===== src/design/cwpg_pkg.sv =====
`default_nettype none
package cwpg_pkg;
	// register byte offsets
	localparam logic [7:0] OSC_REG_OFS = 8'h00;
	localparam logic [7:0] PLL_REG_OFS = 8'h04;
	localparam logic [7:0] SYS_REG_OFS = 8'h08;
	localparam logic [7:0] PROT_REG_OFS = 8'h0c;
	// oscillator control fields
	localparam int OSC_START_BIT = 0;
	localparam int OSC_STATUS_BIT = 1;
	localparam int OSC_INT_EN_BIT = 2;
	localparam int OSC_EXT_EN_BIT = 3;
	localparam int OSC_PLL_RUN_BIT = 4;
	localparam int OSC_WU_SEL_BIT = 5;
	localparam int OSC_SRC_SEL_BIT = 6;
	localparam int OSC_EXT_CLKIN_BIT = 7;
	localparam int OSC_COUNT_LSB = 8;
	localparam int COUNT_W = 12;
	localparam int COUNT_SHIFT = 4;
	localparam int WU_CNT_W = COUNT_W + COUNT_SHIFT;
	// pll select fields
	localparam int PLL_USE_BIT = 0;
	localparam int PLL_MULT_LSB = 1;
	localparam int PLL_MULT_W = 15;
	localparam logic [14:0] PLL_MULT_X8 = 15'h381e;
	// system clock fields
	localparam int SYS_GEAR_LSB = 0;
	localparam int SYS_PERIPH_BASE_CLOCK_SELECT_BIT = 3;
	localparam int SYS_PRESCALER_SELECT_FIELD_LSB = 4;
	localparam int SYS_SCO_LSB = 8;
	localparam int SEL_W = 3;
	localparam int GEAR_MAX_LOG = 4;
	localparam int PRESCALER_SELECT_FIELD_MAX_LOG = 5;
	// clock output source codes
	localparam logic [1:0] SCO_RESERVED = 2'h0;
	localparam logic [1:0] SCO_SYS_HALF = 2'h1;
	localparam logic [1:0] SCO_SYS = 2'h2;
	localparam logic [1:0] SCO_PRESCALER = 2'h3;
	// write protection
	localparam int PROT_W = 8;
	localparam logic [7:0] PROT_UNLOCK = 8'hc1;
	// warm-up sequencer states, gray along idle-run-done
	typedef enum logic [1:0] {
		WU_IDLE = 2'h0,
		WU_RUN = 2'h1,
		WU_DONE = 2'h3
	} cwpg_wu_state_type;
endpackage : cwpg_pkg
`default_nettype wire


===== src/design/cwpg_warmup.sv =====
`default_nettype none
module cwpg_warmup (
	// clock and reset
	input wire logic clk,
	input wire logic reset,
	// control
	input wire logic start,
	input wire logic bypass,
	input wire logic warm_clk,
	input wire logic [cwpg_pkg::COUNT_W-1:0] count_field,
	// status
	output logic busy
);
	cwpg_pkg::cwpg_wu_state_type state;
	logic [cwpg_pkg::WU_CNT_W-1:0] count;
	logic [cwpg_pkg::WU_CNT_W-1:0] target;
	logic warm_prev;
	logic warm_edge;

	assign target = {count_field, {cwpg_pkg::COUNT_SHIFT{1'b0}}};
	assign warm_edge = warm_clk & ~warm_prev;

	always_ff @(posedge clk) begin
		if (reset) begin
			warm_prev <= 1'b0;
		end else begin
			warm_prev <= warm_clk;
		end
	end

	// counter ticks on oscillator edges only
	always_ff @(posedge clk) begin
		if (reset) begin
			count <= '0;
		end else if (start) begin
			count <= '0;
		end else if (state == cwpg_pkg::WU_RUN && warm_edge) begin
			count <= count + 1'b1;
		end
	end

	always_ff @(posedge clk) begin
		if (reset) begin
			state <= cwpg_pkg::WU_IDLE;
		end else begin
			case (state)
			cwpg_pkg::WU_IDLE, cwpg_pkg::WU_DONE: begin
				if (start) begin
					state <= cwpg_pkg::WU_RUN;
				end
			end
			cwpg_pkg::WU_RUN: begin
				if (start) begin
					state <= cwpg_pkg::WU_RUN;
				end else if (bypass || count >= target) begin
					state <= cwpg_pkg::WU_DONE;
				end
			end
			default: begin
				state <= cwpg_pkg::WU_IDLE;
			end
			endcase
		end
	end

	assign busy = (state == cwpg_pkg::WU_RUN);
endmodule : cwpg_warmup
`default_nettype wire


===== src/design/cwpg_tick_divider.sv =====
`default_nettype none
module cwpg_tick_divider #(
	parameter int MAX_LOG = 5
) (
	// clock and reset
	input wire logic clk,
	input wire logic reset,
	// divider control
	input wire logic tick_in,
	input wire logic [cwpg_pkg::SEL_W-1:0] sel,
	// divided tick
	output logic tick_out
);
	logic [MAX_LOG-1:0] count;
	logic [cwpg_pkg::SEL_W-1:0] active;
	logic [MAX_LOG-1:0] mask;
	logic wrap;

	function automatic logic [MAX_LOG-1:0] period_mask(
		input logic [cwpg_pkg::SEL_W-1:0] s);
		logic [MAX_LOG-1:0] m;
		m = '0;
		for (int i = 0; i < MAX_LOG; i++) begin
			if (i < int'(s)) begin
				m[i] = 1'b1;
			end
		end
		return m;
	endfunction : period_mask

	assign mask = period_mask(active);
	assign wrap = tick_in && ((count & mask) == mask);

	// new ratio is taken only at a period end
	always_ff @(posedge clk) begin
		if (reset) begin
			count <= '0;
			active <= '0;
			tick_out <= 1'b0;
		end else begin
			tick_out <= wrap;
			if (wrap) begin
				count <= '0;
				active <= sel;
			end else if (tick_in) begin
				count <= count + 1'b1;
			end
		end
	end
endmodule : cwpg_tick_divider
`default_nettype wire


===== src/design/cwpg_clock_control.sv =====
// What this block does
// - warm-up count is 12 bits, compared after shifting left by four
// - writing one to the start bit restarts the warm-up counter from zero
// - read-only warm-up flag reads zero once warm-up is finished
// - warm-up counter advances on oscillator clock edges
// - deep stop exit resets oscillator and pll selects and enables, keeps count
// - after reset the pll is stopped and not selected
// - pll gives eight times oscillator; only multiplier code 0x381e allowed, but the field stores any code written
// - gear divides by 1 to 16, changes take effect after a delay
// - prescaler input is base clock divided per select, undivided at reset
// - clock output select: reserved, half system, system, prescaler input
// - no warm-up wait for an external clock input
// - protect key resets to 0xc1; other values block other writes
`default_nettype none
module cwpg_clock_control (
	// clock and reset
	input wire logic clk,
	input wire logic reset,
	// apb slave
	input wire logic psel,
	input wire logic penable,
	input wire logic pwrite,
	input wire logic [7:0] paddr,
	input wire logic [31:0] pwdata,
	output logic [31:0] prdata,
	output logic pready,
	output logic pslverr,
	// source clock levels
	input wire logic internal_osc_clk,
	input wire logic external_osc_clk,
	input wire logic pll_clk,
	// mode event
	input wire logic deep_stop_exit,
	// oscillator and pll control
	output logic internal_osc_enable,
	output logic external_osc_enable,
	output logic pll_run_bit,
	output logic [cwpg_pkg::PLL_MULT_W-1:0] pll_multiplier_field,
	// generated clocks
	output logic sys_clock_tick,
	output logic prescaler_input_tick,
	output logic clock_output_pin
);
	// control fields
	logic warmup_clock_select;
	logic osc_source_select;
	logic external_clock_input;
	logic [cwpg_pkg::COUNT_W-1:0] warmup_count_field;
	logic pll_use_select;
	logic [cwpg_pkg::SEL_W-1:0] gear_select;
	logic periph_base_clock_select;
	logic [cwpg_pkg::SEL_W-1:0] prescaler_select_field;
	logic [1:0] clock_output_select;
	logic [1:0] active_output_select;
	logic [cwpg_pkg::PROT_W-1:0] clock_write_protect;
	// bus decode
	logic wr_en;
	logic rd_setup;
	logic unlocked;
	logic addr_ok;
	logic warmup_start;
	logic warmup_status_flag;
	logic [31:0] next_rdata;
	// clock path
	logic fc_level;
	logic fc_prev;
	logic fc_tick;
	logic sys_tick_int;
	logic periph_tick;
	logic pre_tick_int;
	logic half_phase;

	function automatic logic is_write(input logic [7:0] ofs);
		return wr_en && paddr == ofs;
	endfunction : is_write

	assign wr_en = psel && penable && pready && pwrite;
	assign rd_setup = psel && !penable && !pwrite;
	assign unlocked = clock_write_protect == cwpg_pkg::PROT_UNLOCK;
	assign addr_ok = paddr == cwpg_pkg::OSC_REG_OFS
		|| paddr == cwpg_pkg::PLL_REG_OFS
		|| paddr == cwpg_pkg::SYS_REG_OFS
		|| paddr == cwpg_pkg::PROT_REG_OFS;
	assign warmup_start = unlocked && is_write(cwpg_pkg::OSC_REG_OFS)
		&& pwdata[cwpg_pkg::OSC_START_BIT];

	// apb handshake, no wait states
	always_ff @(posedge clk) begin
		if (reset) begin
			pready <= 1'b0;
			pslverr <= 1'b0;
		end else begin
			pready <= psel && !penable;
			pslverr <= psel && !penable && !addr_ok;
		end
	end

	always_comb begin
		next_rdata = '0;
		case (paddr)
		cwpg_pkg::OSC_REG_OFS: begin
			next_rdata[cwpg_pkg::OSC_STATUS_BIT] = warmup_status_flag;
			next_rdata[cwpg_pkg::OSC_INT_EN_BIT] = internal_osc_enable;
			next_rdata[cwpg_pkg::OSC_EXT_EN_BIT] = external_osc_enable;
			next_rdata[cwpg_pkg::OSC_PLL_RUN_BIT] = pll_run_bit;
			next_rdata[cwpg_pkg::OSC_WU_SEL_BIT] = warmup_clock_select;
			next_rdata[cwpg_pkg::OSC_SRC_SEL_BIT] = osc_source_select;
			next_rdata[cwpg_pkg::OSC_EXT_CLKIN_BIT] = external_clock_input;
			next_rdata[cwpg_pkg::OSC_COUNT_LSB +: cwpg_pkg::COUNT_W] =
				warmup_count_field;
		end
		cwpg_pkg::PLL_REG_OFS: begin
			next_rdata[cwpg_pkg::PLL_USE_BIT] = pll_use_select;
			next_rdata[cwpg_pkg::PLL_MULT_LSB +: cwpg_pkg::PLL_MULT_W] =
				pll_multiplier_field;
		end
		cwpg_pkg::SYS_REG_OFS: begin
			next_rdata[cwpg_pkg::SYS_GEAR_LSB +: cwpg_pkg::SEL_W] = gear_select;
			next_rdata[cwpg_pkg::SYS_PERIPH_BASE_CLOCK_SELECT_BIT] = periph_base_clock_select;
			next_rdata[cwpg_pkg::SYS_PRESCALER_SELECT_FIELD_LSB +: cwpg_pkg::SEL_W] =
				prescaler_select_field;
			next_rdata[cwpg_pkg::SYS_SCO_LSB +: 2] = clock_output_select;
		end
		cwpg_pkg::PROT_REG_OFS: begin
			next_rdata[cwpg_pkg::PROT_W-1:0] = clock_write_protect;
		end
		default: begin
			next_rdata = '0;
		end
		endcase
	end

	always_ff @(posedge clk) begin
		if (reset) begin
			prdata <= '0;
		end else if (rd_setup) begin
			prdata <= next_rdata;
		end
	end

	// protect key is always writable
	always_ff @(posedge clk) begin
		if (reset) begin
			clock_write_protect <= cwpg_pkg::PROT_UNLOCK;
		end else if (is_write(cwpg_pkg::PROT_REG_OFS)) begin
			clock_write_protect <= pwdata[cwpg_pkg::PROT_W-1:0];
		end
	end

	// oscillator control; deep stop exit restores defaults
	always_ff @(posedge clk) begin
		if (reset || deep_stop_exit) begin
			internal_osc_enable <= 1'b1;
			external_osc_enable <= 1'b0;
			pll_run_bit <= 1'b0;
			warmup_clock_select <= 1'b0;
			osc_source_select <= 1'b0;
		end else if (unlocked && is_write(cwpg_pkg::OSC_REG_OFS)) begin
			internal_osc_enable <= pwdata[cwpg_pkg::OSC_INT_EN_BIT];
			external_osc_enable <= pwdata[cwpg_pkg::OSC_EXT_EN_BIT];
			pll_run_bit <= pwdata[cwpg_pkg::OSC_PLL_RUN_BIT];
			warmup_clock_select <= pwdata[cwpg_pkg::OSC_WU_SEL_BIT];
			osc_source_select <= pwdata[cwpg_pkg::OSC_SRC_SEL_BIT];
		end
	end

	// count and clock-input flag survive deep stop
	always_ff @(posedge clk) begin
		if (reset) begin
			warmup_count_field <= '0;
			external_clock_input <= 1'b0;
		end else if (unlocked && is_write(cwpg_pkg::OSC_REG_OFS)) begin
			warmup_count_field <=
				pwdata[cwpg_pkg::OSC_COUNT_LSB +: cwpg_pkg::COUNT_W];
			external_clock_input <= pwdata[cwpg_pkg::OSC_EXT_CLKIN_BIT];
		end
	end

	always_ff @(posedge clk) begin
		if (reset || deep_stop_exit) begin
			pll_use_select <= 1'b0;
		end else if (unlocked && is_write(cwpg_pkg::PLL_REG_OFS)) begin
			pll_use_select <= pwdata[cwpg_pkg::PLL_USE_BIT];
		end
	end

	always_ff @(posedge clk) begin
		if (reset) begin
			pll_multiplier_field <= '0;
		end else if (unlocked && is_write(cwpg_pkg::PLL_REG_OFS)) begin
			pll_multiplier_field <=
				pwdata[cwpg_pkg::PLL_MULT_LSB +: cwpg_pkg::PLL_MULT_W];
		end
	end

	always_ff @(posedge clk) begin
		if (reset) begin
			gear_select <= '0;
			periph_base_clock_select <= 1'b0;
			prescaler_select_field <= '0;
			clock_output_select <= cwpg_pkg::SCO_RESERVED;
		end else if (unlocked && is_write(cwpg_pkg::SYS_REG_OFS)) begin
			gear_select <= pwdata[cwpg_pkg::SYS_GEAR_LSB +: cwpg_pkg::SEL_W];
			periph_base_clock_select <= pwdata[cwpg_pkg::SYS_PERIPH_BASE_CLOCK_SELECT_BIT];
			prescaler_select_field <=
				pwdata[cwpg_pkg::SYS_PRESCALER_SELECT_FIELD_LSB +: cwpg_pkg::SEL_W];
			clock_output_select <= pwdata[cwpg_pkg::SYS_SCO_LSB +: 2];
		end
	end

	// warm-up timer on the chosen oscillator
	cwpg_warmup u_warmup (
		.clk(clk),
		.reset(reset),
		.start(warmup_start),
		.bypass(external_clock_input),
		.warm_clk(warmup_clock_select ? external_osc_clk
			: internal_osc_clk),
		.count_field(warmup_count_field),
		.busy(warmup_status_flag)
	);

	// high-speed clock: oscillator or pll
	always_comb begin
		if (pll_use_select) begin
			fc_level = pll_clk;
		end else if (osc_source_select) begin
			fc_level = external_osc_clk;
		end else begin
			fc_level = internal_osc_clk;
		end
	end

	always_ff @(posedge clk) begin
		if (reset) begin
			fc_prev <= 1'b0;
		end else begin
			fc_prev <= fc_level;
		end
	end
	assign fc_tick = fc_level & ~fc_prev;

	cwpg_tick_divider #(
		.MAX_LOG(cwpg_pkg::GEAR_MAX_LOG)
	) u_gear (
		.clk(clk),
		.reset(reset),
		.tick_in(fc_tick),
		.sel(gear_select),
		.tick_out(sys_tick_int)
	);

	assign periph_tick = periph_base_clock_select ? sys_tick_int : fc_tick;

	cwpg_tick_divider #(
		.MAX_LOG(cwpg_pkg::PRESCALER_SELECT_FIELD_MAX_LOG)
	) u_prescale (
		.clk(clk),
		.reset(reset),
		.tick_in(periph_tick),
		.sel(prescaler_select_field),
		.tick_out(pre_tick_int)
	);

	always_ff @(posedge clk) begin
		if (reset) begin
			sys_clock_tick <= 1'b0;
			prescaler_input_tick <= 1'b0;
		end else begin
			sys_clock_tick <= sys_tick_int;
			prescaler_input_tick <= pre_tick_int;
		end
	end

	// output pin: source changes only while pin is low
	always_ff @(posedge clk) begin
		if (reset) begin
			active_output_select <= cwpg_pkg::SCO_RESERVED;
		end else if (!clock_output_pin) begin
			active_output_select <= clock_output_select;
		end
	end

	always_ff @(posedge clk) begin
		if (reset) begin
			half_phase <= 1'b0;
			clock_output_pin <= 1'b0;
		end else begin
			if (sys_tick_int) begin
				half_phase <= ~half_phase;
			end
			case (active_output_select)
			cwpg_pkg::SCO_SYS_HALF: begin
				if (sys_tick_int && half_phase) begin
					clock_output_pin <= ~clock_output_pin;
				end
			end
			cwpg_pkg::SCO_SYS: begin
				if (sys_tick_int) begin
					clock_output_pin <= ~clock_output_pin;
				end
			end
			cwpg_pkg::SCO_PRESCALER: begin
				if (pre_tick_int) begin
					clock_output_pin <= ~clock_output_pin;
				end
			end
			default: begin
				clock_output_pin <= 1'b0;
			end
			endcase
		end
	end
endmodule : cwpg_clock_control
`default_nettype wire


===== config.mk =====
export PLATFORM = sky130hd
export DESIGN_NAME = cwpg_clock_control
export DESIGN_NICKNAME = d
export VERILOG_FILES = /design/src/design/cwpg_pkg.sv /design/src/design/cwpg_warmup.sv /design/src/design/cwpg_tick_divider.sv /design/src/design/cwpg_clock_control.sv
export SDC_FILE = /design/constraint.sdc
export NUM_CORES = 1
export LEC_CHECK = 0
export BUFFER_PORTS_ARGS = -buffer_cell sky130_fd_sc_hd__buf_2
export CORE_ASPECT_RATIO = 0.75
export CORE_UTILIZATION = 55
export CTS_CLUSTER_DIAMETER = 50
export DETAILED_ROUTE_END_ITERATION = 8
export GPL_TIMING_DRIVEN = 0
export PLACE_DENSITY = 0.76
export REMOVE_ABC_BUFFERS = 1
export SKIP_LAST_GASP = 1
export SLEW_MARGIN = 20
export SYNTH_ARGS = -nofsm -noshare
export SYNTH_HDL_FRONTEND = slang
export SYNTH_HIERARCHICAL = 1
export SYNTH_SLANG_ARGS = --single-unit

===== constraint.sdc =====
create_clock -name clk -period 3 [get_ports clk]
set_input_delay 0 -clock clk [delete_from_list [all_inputs] [get_ports clk]]
set_output_delay 0 -clock clk [all_outputs]
set_load 0.1 [all_outputs]

== After elaboration in Yosys (flattened, before gate mapping) ==
Cells that the tools add are included.

* $add $sub $neg: 3
* Magnitude comparators: 10
* Eq/ne operators: 16
* Mux-type cells: 27
* Bitwise gates (word level): 8
* Reductions and logical operators: 34

{| class="wikitable"
|+ Operator list
! operator !! number
|-
| case mux 6 bit (4 select lines) || 1
|-
| logical AND 1 bit || 18
|-
| adder 16 x 1 -> 16 bit (second input constant) || 1
|-
| equality test 8 x 4 -> 1 bit (second input constant) || 2
|-
| greater-or-equal comparator 16 bit || 1
|-
| 2-to-1 mux 1 bit || 16
|-
| < comparator 1 x 3 -> 1 bit (first input constant) || 4
|-
| < comparator 2 x 3 -> 1 bit (first input constant) || 4
|-
| case mux 6 bit (2 select lines) || 1
|-
| case mux 1 bit (3 select lines) || 3
|-
| equality test 8 x 3 -> 1 bit (second input constant) || 1
|-
| equality test 8 bit (second input constant) || 1
|-
| logical NOT 8 bit || 1
|-
| OR reduction 2 bit || 4
|-
| equality test 2 bit (second input constant) || 3
|-
| 2-to-1 mux 2 bit || 3
|-
| inequality test 2 x 1 -> 1 bit (second input constant) || 3
|-
| case mux 2 bit (3 select lines) || 1
|-
| adder 5 x 1 -> 5 bit (second input constant) || 1
|-
| AND 5 bit || 1
|-
| equality test 5 bit || 1
|-
| logical OR 1 bit || 5
|-
| adder 4 x 1 -> 4 bit (second input constant) || 1
|-
| AND 4 bit || 1
|-
| 13 further kinds || 20
|}

* Register bits: 116
* Output and inout bits: 55

== Depth between registers and ports, before layout ==
Gate-level depths: netlist of run 1.

* Depth after elaboration: 8
* Mapped depth: 11
* Depth with buffers taken out: 8

== Hierarchy ==
Netlist of run 1, hierarchy kept.

{| class="wikitable"
|+ By module, submodules not included
! module !! times used !! cells an instance !! area an instance (um^2)
|-
| cwpg_clock_control || 1 || 387 || 3569.7
|-
| cwpg_warmup || 1 || 143 || 1263.7
|-
| cwpg_tick_divider at u_prescale || 1 || 43 || 439.2
|-
| cwpg_tick_divider at u_gear || 1 || 36 || 350.3
|}

== Worst setup path before layout of run 1 ==
OpenSTA, ideal clock, no wires.

* Kind: reg2reg
* Start point: register pready
* End point: register u_warmup.state[0]
* Library setup time: 79 ps
* Data arrival time: 3048 ps
* Setup slack: -127 ps
* Stages on the path, launching flop included: 10
* Clock period less this slack: 3127 ps
* Cells stage by stage: dfxtp_1 > nand4_1 > or3_1 > buf_6 > buf_6 > nor3_1 > nor2b_1 > or4_4 > and3_4 > a211oi_2

* Cells in the longest elaborated chain, start to end: 7
* Elaborated cells between the ends (all ways): 10
* Those cells by class: eq/ne: 2; mux: 2; reduce/logical: 6

{| class="wikitable"
|+ Ends and longest elaborated chain
! what !! RTL line !! text
|-
| start: declaration || cwpg_clock_control.sv:26 || <nowiki>output logic pready,</nowiki>
|-
| start signal: assignment || cwpg_clock_control.sv:93 || <nowiki>pready <= psel && !penable;</nowiki>
|-
| logical AND 1 bit * (2 in a row) || cwpg_clock_control.sv:77 || <nowiki>assign wr_en = psel && penable && pready && pwrite;</nowiki>
|-
| logical AND 1 bit * || cwpg_clock_control.sv:74 || <nowiki>return wr_en && paddr == ofs;</nowiki>
|-
| logical AND 1 bit * || cwpg_clock_control.sv:84 || <nowiki>assign warmup_start = unlocked && is_write(cwpg_pkg::OSC_REG_OFS)</nowiki>
|-
| logical AND 1 bit * || cwpg_clock_control.sv:85 || <nowiki>&& pwdata[cwpg_pkg::OSC_START_BIT];</nowiki>
|-
| via warmup_start || cwpg_clock_control.sv:61 || <nowiki>logic warmup_start;</nowiki>
|-
| 2-to-1 mux 2 bit (tied with other cells) || cwpg_warmup.sv:53 || <nowiki>if (start) begin</nowiki>
|-
| case mux 2 bit (2 select lines) / AND reduction 2 bit (equally long branches) || n/a ||
|-
| end signal: assignment || cwpg_warmup.sv:49 || <nowiki>state <= cwpg_pkg::WU_RUN;</nowiki>
|-
| end signal: assignment || cwpg_warmup.sv:54 || <nowiki>state <= cwpg_pkg::WU_RUN;</nowiki>
|-
| end signal: assignment || cwpg_warmup.sv:56 || <nowiki>state <= cwpg_pkg::WU_DONE;</nowiki>
|-
| end: declaration || cwpg_warmup.sv:14 || <nowiki>cwpg_pkg::cwpg_wu_state_type state;</nowiki>
|}

Mark *: on every way through the listed nets, which the timed path passes. The rest lies on a longest branch.
A chain may end at the register's enable or synchronous reset.

== Worst setup path in the final report of run 1 ==
Ends and elaborated chain as after synthesis.

==> results.sh, run 1 <==
export IMPL_cts_sinks=116
export IMPL_grt_pass1_vias=4840
export IMPL_vias_per_cell=6.11
export IMPL_yosys_top_cells_area="dfxtp_1 (41%), nand4_1 (5.6%), a21oi_1 (4.6%)"
export IMPL_grtUsageTotal=0.301
export IMPL_vias=5104
export IMPL_tightest_slew_ps=976
export IMPL_critPathRequiredTime_ps=3330
export IMPL_drive_above_1_share=0.233
export IMPL_min_period_ps=2760
export IMPL_place_congestion=0.792
export IMPL_ys_warnings_count=6
export IMPL_setup_viol_count_final=0
export IMPL_drt_wl_total_mm=15.5
export IMPL_core_area_mm2=0.00977
export IMPL_grt_setup_unrepaired="false"
export IMPL_drt_initial_drc_count=439
export IMPL_h_tree_depth=4
export IMPL_grt_pass1_wl_mm=24.6
export IMPL_finalPower_mw=4.10
export IMPL_cp_max_fo=27
export IMPL_p_per_area_mw_per_mm2=590
export IMPL_hp_class="in -> reg"
export IMPL_start_util=0.575
export IMPL_root_buffer="clkbuf_16"
export IMPL_fin_setup_tns_ps=0
export IMPL_leakage_nw=2.70
export IMPL_portBuffers=79
export IMPL_clk_path_buf_depth=2
export IMPL_placementRows=31
export IMPL_async_flop_share=0
export IMPL_synth_most_common_cell="dfxtp_1"
export IMPL_postSynth_topFlopCell="dfxtp_1"
export IMPL_synth_top_cell_by_area="dfxtp_1"
export IMPL_cts_tree="built"
export IMPL_grt_overflow_total=0
export IMPL_r2r_slack_ps=240
export IMPL_post_cts_repair_setup_buffers=0
export IMPL_syn_area_per_cell_um2=9.23
export IMPL_status="finished, final reports clean"
export IMPL_cp_arrival_ps=3090
export IMPL_cts_buffers=17
export IMPL_drc=0
export IMPL_synth_top_area_frac=0.413
export IMPL_maxCapViolations=0
export IMPL_crit_type="reg -> reg"
export IMPL_period_share=0.920
export IMPL_io_pins=104
export IMPL_first_pass_iters=5
export IMPL_synth_edff_count=0
export IMPL_start_kind="flop"
export IMPL_ys_seq_area_frac=0.413
export IMPL_die_h_um=89.6
export IMPL_ant_nets=0
export IMPL_fin_nets=759
export IMPL_synth_ff_latch_count=116
export IMPL_area_delta_synth_final_pct=23.6
export IMPL_clk_pin_slew_ps=50
export IMPL_peakVddDrop_mv=0.385
export IMPL_wire_per_inst_um=18.6
export IMPL_grt_max_degree=58
export IMPL_netlist_area_mm2=0.00562
export IMPL_timing_max_slew_rel_slack=0.348
export IMPL_clock_latency_ps=410
export IMPL_dieArea_mm2=0.0106
export IMPL_dpl_hpwl_mm=10.1
export IMPL_clock_fmax_mhz=363
export IMPL_hold_violations=0
export IMPL_clock_skew_ps=4.89
export IMPL_num_antenna_cells=0
export IMPL_synth_top_cells_by_count="dfxtp_1 (116), a21oi_1 (52), nor2_1 (52)"
export IMPL_syn_instance_count=609
export IMPL_grt_antenna_before_repair=0
export IMPL_synth_cell_types=68
export IMPL_die_x_um=119
export IMPL_maxSlewViolCount=0
export IMPL_end_kind="flop"
[per-layer routing]
| layer | wire length, um | part of all wire | vias to the layer above | GRT usage |
|---|---|---|---|---|
| li1 | - | - | 2368 | - |
| met1 | 6860 | 0.44 | 2450 | 0.382 |
| met2 | 7210 | 0.46 | 264 | 0.518 |
| met3 | 1270 | 0.082 | 22 | 0.0702 |
| met4 | 199 | 0.013 | 0 | 0.0921 |
| met5 | 0 | 0 | - | 0 |
[where the power goes]
group	switching (mW)	internal [mW]	leakage, nW	total, mW
clock network	0.666	1.35	0.291	2.01
registers	0.0230	1.57	0.937	1.59
logic	0.316	0.180	1.47	0.496
[through the flow]
| stage | hold slack [ps] | area [um^2] | setup slack, ps | std cells | utilization |
|---|---|---|---|---|---|
| finish | 14.1 | 6950 | 241 | 836 | 0.711 |
| global route | 33.7 | 6950 | 110 | 836 | 0.711 |
| CTS | 1.29 | 6930 | 35.6 | 836 | 0.709 |
| global placement | 202 | 5900 | -1420 | 773 | 0.604 |
| floorplan | 64.6 | 5340 | -411 | 562 | - |
| detailed placement | 214 | 6060 | -667 | 780 | 0.620 |
[cells in the final DEF, fill, tap and decap left out, types with 9 or more instances in the layout]
cell type / n
a21oi_1: 52
o21ai_1: 42
mux2i_1: 17
nor2_1: 51
xnor2_1: 13
buf_2: 78
ha_1: 18
dfxtp_1: 116
inv_1: 23
xor2_1: 9
nand2_1: 14
a22oi_1: 16
dlygate4sd3_1: 25
nand4_1: 50
clkbuf_16: 17
nor2b_1: 12
conb_1: 12
[path summary, 6_finish.rpt]
kind / depth (start not counted) / startpoint / endpoint
setup / recovery: 8 / pready / u_warmup/state[0]
hold reg to reg: 2 / u_gear/active[0] / u_gear/active[0]
hold / removal: 5 / external_osc_clk / fc_prev
setup reg to reg: 8 / pready / u_warmup/state[0]
[timing repair]
item / in CTS / in global routing
pin swaps: 0 / 1
hold buffers: 25 / 0
gates resized for setup: 5 / 3
endpoints found under the setup margin: 18 / 2
hold endpoints to repair: 54 / 0
[critical path: stages, from the launching register on]
cell      delay (ps)
dfxtp_1          330
nand4_1          240
or3_4            540
buf_16           220
nor3_2           280
nor2b_1          140
or4_4            510
and3_4           200
a211oi_2         210
[cell families (layout without fill, tap and decap cells)]
| group | after synthesis | in the layout | share of synthesized area |
|---|---|---|---|
| and+or+nand+nor | 192 | 192 | 0.206 |
| muxes | 31 | 31 | 0.0703 |
| xor gates and xnor gates | 22 | 22 | 0.0343 |
| AOI/OAI and AO/OA | 147 | 147 | 0.162 |
| buffers and inverters | 82 | 166 | 0.0737 |
| other | 1 | 12 | 0.000667 |
| DFF | 116 | 116 | 0.413 |
| adders and majority gates | 18 | 18 | 0.0401 |
[registers in the layout, summed over array words and instances, names as in the netlist, 2 cells and up]
register / cells
u_gear/active: 3
u_prescale/active: 3
clock_write_protect: 8
gear_select: 3
warmup_count_field: 12
prdata: 20
u_warmup/count: 16
u_prescale/count: 5
u_warmup/state: 2
u_gear/count: 4
clock_output_select: 2
active_output_select: 2
prescaler_select_field: 3
pll_multiplier_field: 15
[area by class of cell]
class | instances | area [um^2]
repair buffers | 111 | 783
flip-flops and latches | 116 | 2320
well taps | 132 | 165
inverters | 24 | 90.1
clock buffers | 28 | 527
clock inverters | 3 | 65.1
fillers | 756 | 2820
multi-input cells | 422 | 3000
No activity file was read; power rests on OpenSTA's default activity.
==> run 2: changes to the inputs <==
--- a/config.mk
+++ b/config.mk
@@ -6,12 +6,13 @@
 export NUM_CORES = 1
 export LEC_CHECK = 0
 export BUFFER_PORTS_ARGS = -buffer_cell sky130_fd_sc_hd__buf_2
-export CORE_ASPECT_RATIO = 0.75
+export CORE_ASPECT_RATIO = 1.2
 export CORE_UTILIZATION = 55
 export CTS_CLUSTER_DIAMETER = 50
 export DETAILED_ROUTE_END_ITERATION = 8
-export GPL_TIMING_DRIVEN = 0
+export GPL_TIMING_DRIVEN = 1
 export PLACE_DENSITY = 0.76
+export RECOVER_POWER = 100
 export REMOVE_ABC_BUFFERS = 1
 export SKIP_LAST_GASP = 1
 export SLEW_MARGIN = 20
==> results.sh, run 2 (same netlist as run 1, synthesis figures left out) <==
export IMPL_drive_above_1_share=0.153
export IMPL_min_to="pslverr"
export IMPL_maxCapViolations=1
export IMPL_fin_cells=843
export IMPL_start_kind="primary input"
export IMPL_seqPwrFrac=0.406
export IMPL_pwr_share_clk=0.472
export IMPL_ant_nets=0
export IMPL_wire_per_inst_um=17.7
export IMPL_place_area_mm2=0.00602
export IMPL_power_frac_comb=0.122
export IMPL_crit_type="in -> reg"
export IMPL_place_ws_ps=446
export IMPL_worst_slack_ps=292
export IMPL_wl_met1_mm=5.78
export IMPL_num_antenna_cells=0
export IMPL_rr_worst_depth=8
export IMPL_clock_skew_ps=7.80
export IMPL_start_util=0.565
export IMPL_grt_max_degree=44
export IMPL_post_cts_repair_setup_buffers=0
export IMPL_grtUsageTotal=0.294
export IMPL_n_fill_cell=812
export IMPL_met3_length_um=890
export IMPL_final_cell_mix="dfxtp_1 (116), nor2_1 (52), a21oi_1 (52), clkbuf_1 (52), nand4_1 (50)"
export IMPL_r2r_end="u_prescale/active[2]"
export IMPL_r2r_start="osc_source_select"
export IMPL_switching_share=0.255
export IMPL_route_met2_wl_mm=7.92
export IMPL_io_pins=104
export IMPL_vias_per_cell=5.95
export IMPL_hold_violations=0
export IMPL_largestRegisters="prdata x20, u_warmup/count x16, pll_multiplier_field x15"
export IMPL_first_pass_iters=5
export IMPL_leakage_nw=2.46
export IMPL_p_int_mw=2.92
export IMPL_drc=0
export IMPL_grt_setup_unrepaired="false"
export IMPL_min_delay_start="paddr[6]"
export IMPL_clk_pin_slew_ps=50
export IMPL_die_h_um=113
export IMPL_largest_register_ffs=20
export IMPL_root_buffer="clkbuf_16"
export IMPL_cts_tree="built"
export IMPL_top_layer="met4"
export IMPL_ff_latch_area_mm2=0.00232
export IMPL_place_congestion=0.833
export IMPL_placementRows=40
export IMPL_clk_path_buf_depth=2
export IMPL_dpl_hpwl_mm=9.53
export IMPL_status="finished, violations left"
export IMPL_portBuffers=79
export IMPL_critPathRequiredTime_ps=3320
export IMPL_peakVddDrop_mv=0.467
export IMPL_regMostFlops="prdata"
export IMPL_grt_pass1_vias=5123
export IMPL_place_inst=783
export IMPL_end_kind="flop"
export IMPL_timing_max_slew_rel_slack=-0.0180
export IMPL_cts_buffers=17
export IMPL_final_area_mm2=0.00674
export IMPL_violations="capacitance limit, slew limit"
export IMPL_tightest_slew_ps=1530
export IMPL_drt_wl_total_mm=15.0
export IMPL_p_per_area_mw_per_mm2=582
export IMPL_dieArea_mm2=0.0106
export IMPL_maxSlewViolCount=33
export IMPL_area_delta_synth_final_pct=19.9
export IMPL_period_share=0.903
export IMPL_vias=5020
export IMPL_grt_antenna_before_repair=0
export IMPL_cts_sinks=116
export IMPL_r2r_slack_ps=460
export IMPL_drt_initial_drc_count=349
export IMPL_clock_latency_ps=410
export IMPL_core_area_mm2=0.00996
export IMPL_setup_viol_count_final=0
export IMPL_grt_overflow_total=0
export IMPL_grt_pass1_wl_mm=24.0
export IMPL_min_period_ps=2710
export IMPL_h_tree_depth=4
export IMPL_fin_setup_tns_ps=0
export IMPL_cp_max_fo=6
export IMPL_fin_nets=772
export IMPL_die_x_um=94.3
export IMPL_hp_class="in -> reg"
export IMPL_cp_arrival_ps=3030
export IMPL_netSwitchingPower_uw=998
export IMPL_clock_fmax_mhz=369
export IMPL_final_common_cell="dfxtp_1"
export IMPL_multi_input_area_mm2=0.00289
export IMPL_min_path_cells=3
==> run 2: cell types whose count changed in the layout (fill, tap and decap cells not counted), sizes merged <==
cell,before,now
clkinvlp,0,1
bufinv,2,0
clkinv,1,2
dlygate4sd3,25,29
buf,86,47
clkbuf,28,76
==> run 2: layout make-up <==
| class | instances | share of cell area |
|---|---|---|
| clock inverters | 3 | 0.00260 |
| flip-flops and latches | 116 | 0.344 |
| multi-input cells | 422 | 0.428 |
| well taps | 126 | 0.0234 |
| clock buffers | 28 | 0.0781 |
| repair buffers | 124 | 0.110 |
| inverters | 24 | 0.0134 |
==> run 2: per-layer routing <==
| layer | vias to the layer above | global-route usage |
|---|---|---|
| met1 | 2419 | 0.325 |
| met4 | 0 | 0.154 |
| met2 | 191 | 0.510 |
| met5 | - | 0 |
| li1 | 2373 | - |
| met3 | 37 | 0.0773 |
==> run 2: how the worst max path moves through the flow <==
stage,from,depth (start not counted),slack (ps),to
2_1_floorplan,pready,7,-410,u_warmup/state[0]
3_3_place_gp,paddr[1],8,540,u_warmup/state[0]
3_5_place_dp,paddr[1],8,450,u_warmup/state[0]
4_1_cts,paddr[0],9,350,u_warmup/state[0]
5_1_grt,paddr[0],9,210,u_warmup/state[0]
6_report,paddr[0],9,290,u_warmup/state[0]
==> run 2: timing repair <==
item	in CTS	in global routing
hold buffers	29	0
endpoints found under the hold margin	55	0
gates resized for setup	0	0
==> run 2: power by group through the flow <==
| stage | sequential (mW) | combinational [mW] | clock, mW |
|---|---|---|---|
| floorplan | 1.63 | 0.300 | 0 |
| global placement | 1.62 | 0.430 | 0 |
| detailed placement | 1.62 | 0.448 | 0 |
| CTS | 1.59 | 0.478 | 1.87 |
| global route | 1.59 | 0.512 | 1.95 |
| finish | 1.59 | 0.478 | 1.85 |
==> run 2: stage by stage <==
| stage | utilization | power [mW] | hold slack [ps] |
|---|---|---|---|
| 2_1_floorplan | - | 1.93 | 64.6 |
| 3_3_place_gp | 0.604 | 2.05 | 203 |
| 3_5_place_dp | 0.604 | 2.07 | 212 |
| 4_1_cts | 0.688 | 3.94 | 30.4 |
| 5_1_grt | 0.677 | 4.06 | 40.1 |
| 6_report | 0.677 | 3.92 | 26.5 |
==> run 2: critical path, stage by stage <==
cell,delay [ps]
dlygate4sd3_1,530
buf_2,120
or4_4,560
or3_1,390
nor3_1,330
nor2b_1,120
or4_1,540
and3_4,220
a211oi_2,210
==> run 3: changes to the inputs <==
--- a/config.mk
+++ b/config.mk
@@ -10,7 +10,7 @@
 export CORE_UTILIZATION = 55
 export CTS_CLUSTER_DIAMETER = 50
 export DETAILED_ROUTE_END_ITERATION = 8
-export GPL_TIMING_DRIVEN = 1
+export GPL_TIMING_DRIVEN = 0
 export PLACE_DENSITY = 0.76
 export RECOVER_POWER = 100
 export REMOVE_ABC_BUFFERS = 1
==> results.sh, run 3 (same netlist as run 1, synthesis figures left out) <==
export IMPL_wire_per_inst_um=18.0
export IMPL_min_period_ps=2910
export IMPL_drive_above_1_share=0.163
export IMPL_die_x_um=94.3
export IMPL_r2r_end="pll_multiplier_field[13]"
export IMPL_end_kind="flop"
export IMPL_die_h_um=113
export IMPL_multi_input_area_mm2=0.00296
export IMPL_dieArea_mm2=0.0106
export IMPL_p_per_area_mw_per_mm2=587
export IMPL_clk_path_buf_depth=2
export IMPL_clk_pin_slew_ps=50
export IMPL_ff_latch_area_mm2=0.00232
export IMPL_fin_nets=766
export IMPL_worst_slack_ps=91.3
export IMPL_clock_skew_ps=6.13
export IMPL_grt_max_degree=70
export IMPL_tightest_slew_ps=1380
export IMPL_timing_max_slew_rel_slack=0.0728
export IMPL_num_antenna_cells=0
export IMPL_cts_buffers=17
export IMPL_clock_latency_ps=410
export IMPL_min_delay_start="paddr[5]"
export IMPL_rr_worst_depth=5
export IMPL_peakVddDrop_mv=0.457
export IMPL_dpl_hpwl_mm=9.63
export IMPL_critPathRequiredTime_ps=3300
export IMPL_root_buffer="clkbuf_16"
export IMPL_grtUsageTotal=0.294
export IMPL_grt_overflow_total=0
export IMPL_cp_max_fo=29
export IMPL_placementRows=40
export IMPL_h_tree_depth=4
export IMPL_core_area_mm2=0.00996
export IMPL_vias_per_cell=6.02
export IMPL_n_fill_cell=752
export IMPL_grt_pass1_wl_mm=24.2
export IMPL_hp_class="in -> reg"
export IMPL_place_congestion=0.833
export IMPL_drt_initial_drc_count=316
export IMPL_drt_wl_total_mm=15.0
export IMPL_vias=5038
export IMPL_grt_setup_unrepaired="false"
export IMPL_final_common_cell="dfxtp_1"
export IMPL_status="finished, violations left"
export IMPL_startpoint="paddr[4]"
export IMPL_place_ws_ps=-536
export IMPL_clock_fmax_mhz=344
export IMPL_cts_tree="built"
export IMPL_min_to="pslverr"
export IMPL_period_share=0.970
export IMPL_hold_violations=1
export IMPL_leakage_nw=2.51
export IMPL_violations="hold timing"
export IMPL_setup_viol_count_final=0
export IMPL_maxSlewViolCount=0
export IMPL_largest_register_ffs=20
export IMPL_hold_ws_ps=-18.2
export IMPL_regMostFlops="prdata"
export IMPL_r2r_start="clock_write_protect[6]"
export IMPL_min_path_cells=3
export IMPL_ant_nets=0
export IMPL_cp_arrival_ps=3210
export IMPL_start_util=0.565
export IMPL_portBuffers=79
export IMPL_grt_antenna_before_repair=0
export IMPL_io_pins=104
export IMPL_drc=0
export IMPL_largestRegisters="prdata x20, u_warmup/count x16, pll_multiplier_field x15"
export IMPL_maxCapViolations=0
export IMPL_area_delta_synth_final_pct=22.3
export IMPL_r2r_slack_ps=150
export IMPL_first_pass_iters=5
export IMPL_crit_type="in -> reg"
export IMPL_final_cell_mix="dfxtp_1 (116), a21oi_1 (52), nor2_1 (51), nand4_1 (50), clkbuf_1 (49)"
export IMPL_grt_pass1_vias=5001
export IMPL_cts_sinks=116
export IMPL_start_kind="primary input"
run 3: where the power goes:
| part | switching, mW | internal (mW) |
|---|---|---|
| clock | 0.660 | 1.29 |
| combinational | 0.314 | 0.179 |
| sequential | 0.0231 | 1.57 |
| total | 0.997 | 3.04 |
run 3: layer usage:
layer / global-route usage / part of all wire
met2: 0.507 / 0.53
met3: 0.0773 / 0.047
met1: 0.332 / 0.40
met4: 0.143 / 0.031
met5: 0 / 0
run 3: area by class of cell:
cell class,instances,share of cell area
Inverter,24,0.0131
Clock buffer,28,0.0781
Timing Repair Buffer,118,0.111
Multi-Input combinational cell,422,0.431
Clock inverter,3,0.00582
Tap cell,126,0.0229
Sequential cell,116,0.338
run 3: repair_timing:
action,in CTS,in global routing
setup buffers,0,0
resized for setup,5,2
hold buffers,32,0
endpoints found under the setup margin,18,2
pin swaps,1,0
endpoints found under the hold margin,65,0
gates cloned,0,0
run 3: how the worst max path moves through the flow:
stage                        endpoint  slack (ps)  cells after the start
finish              u_warmup/state[0]          90                     10
floorplan           u_warmup/state[0]        -410                      7
detailed placement  u_warmup/state[0]        -540                     10
global route        u_warmup/state[0]          40                     10
global placement    u_warmup/state[0]       -1440                      9
CTS                 u_warmup/state[0]          10                     11
run 3: worst max-delay path, cell delays in order:
cell and delay, ps:
dlygate4sd3_1 540, buf_2 120, or4_4 480, or3_4 510
buf_16 220, nor3_2 270, nor2b_1 130, or4_4 510
and3_4 200, a211oi_2 220
run 3: stage by stage:
stage	total power, mW	setup TNS (ps)	instance area, um^2	cells	util
final	4.03	0	6870	837	0.690
after CTS	4.03	0	6980	837	0.700
after global routing	4.16	0	6870	837	0.690
after detailed placement	2.08	-3580	6050	774	0.607
after floorplan	1.93	-791	5340	562	-
after global placement	2.05	-38610	5890	767	0.592
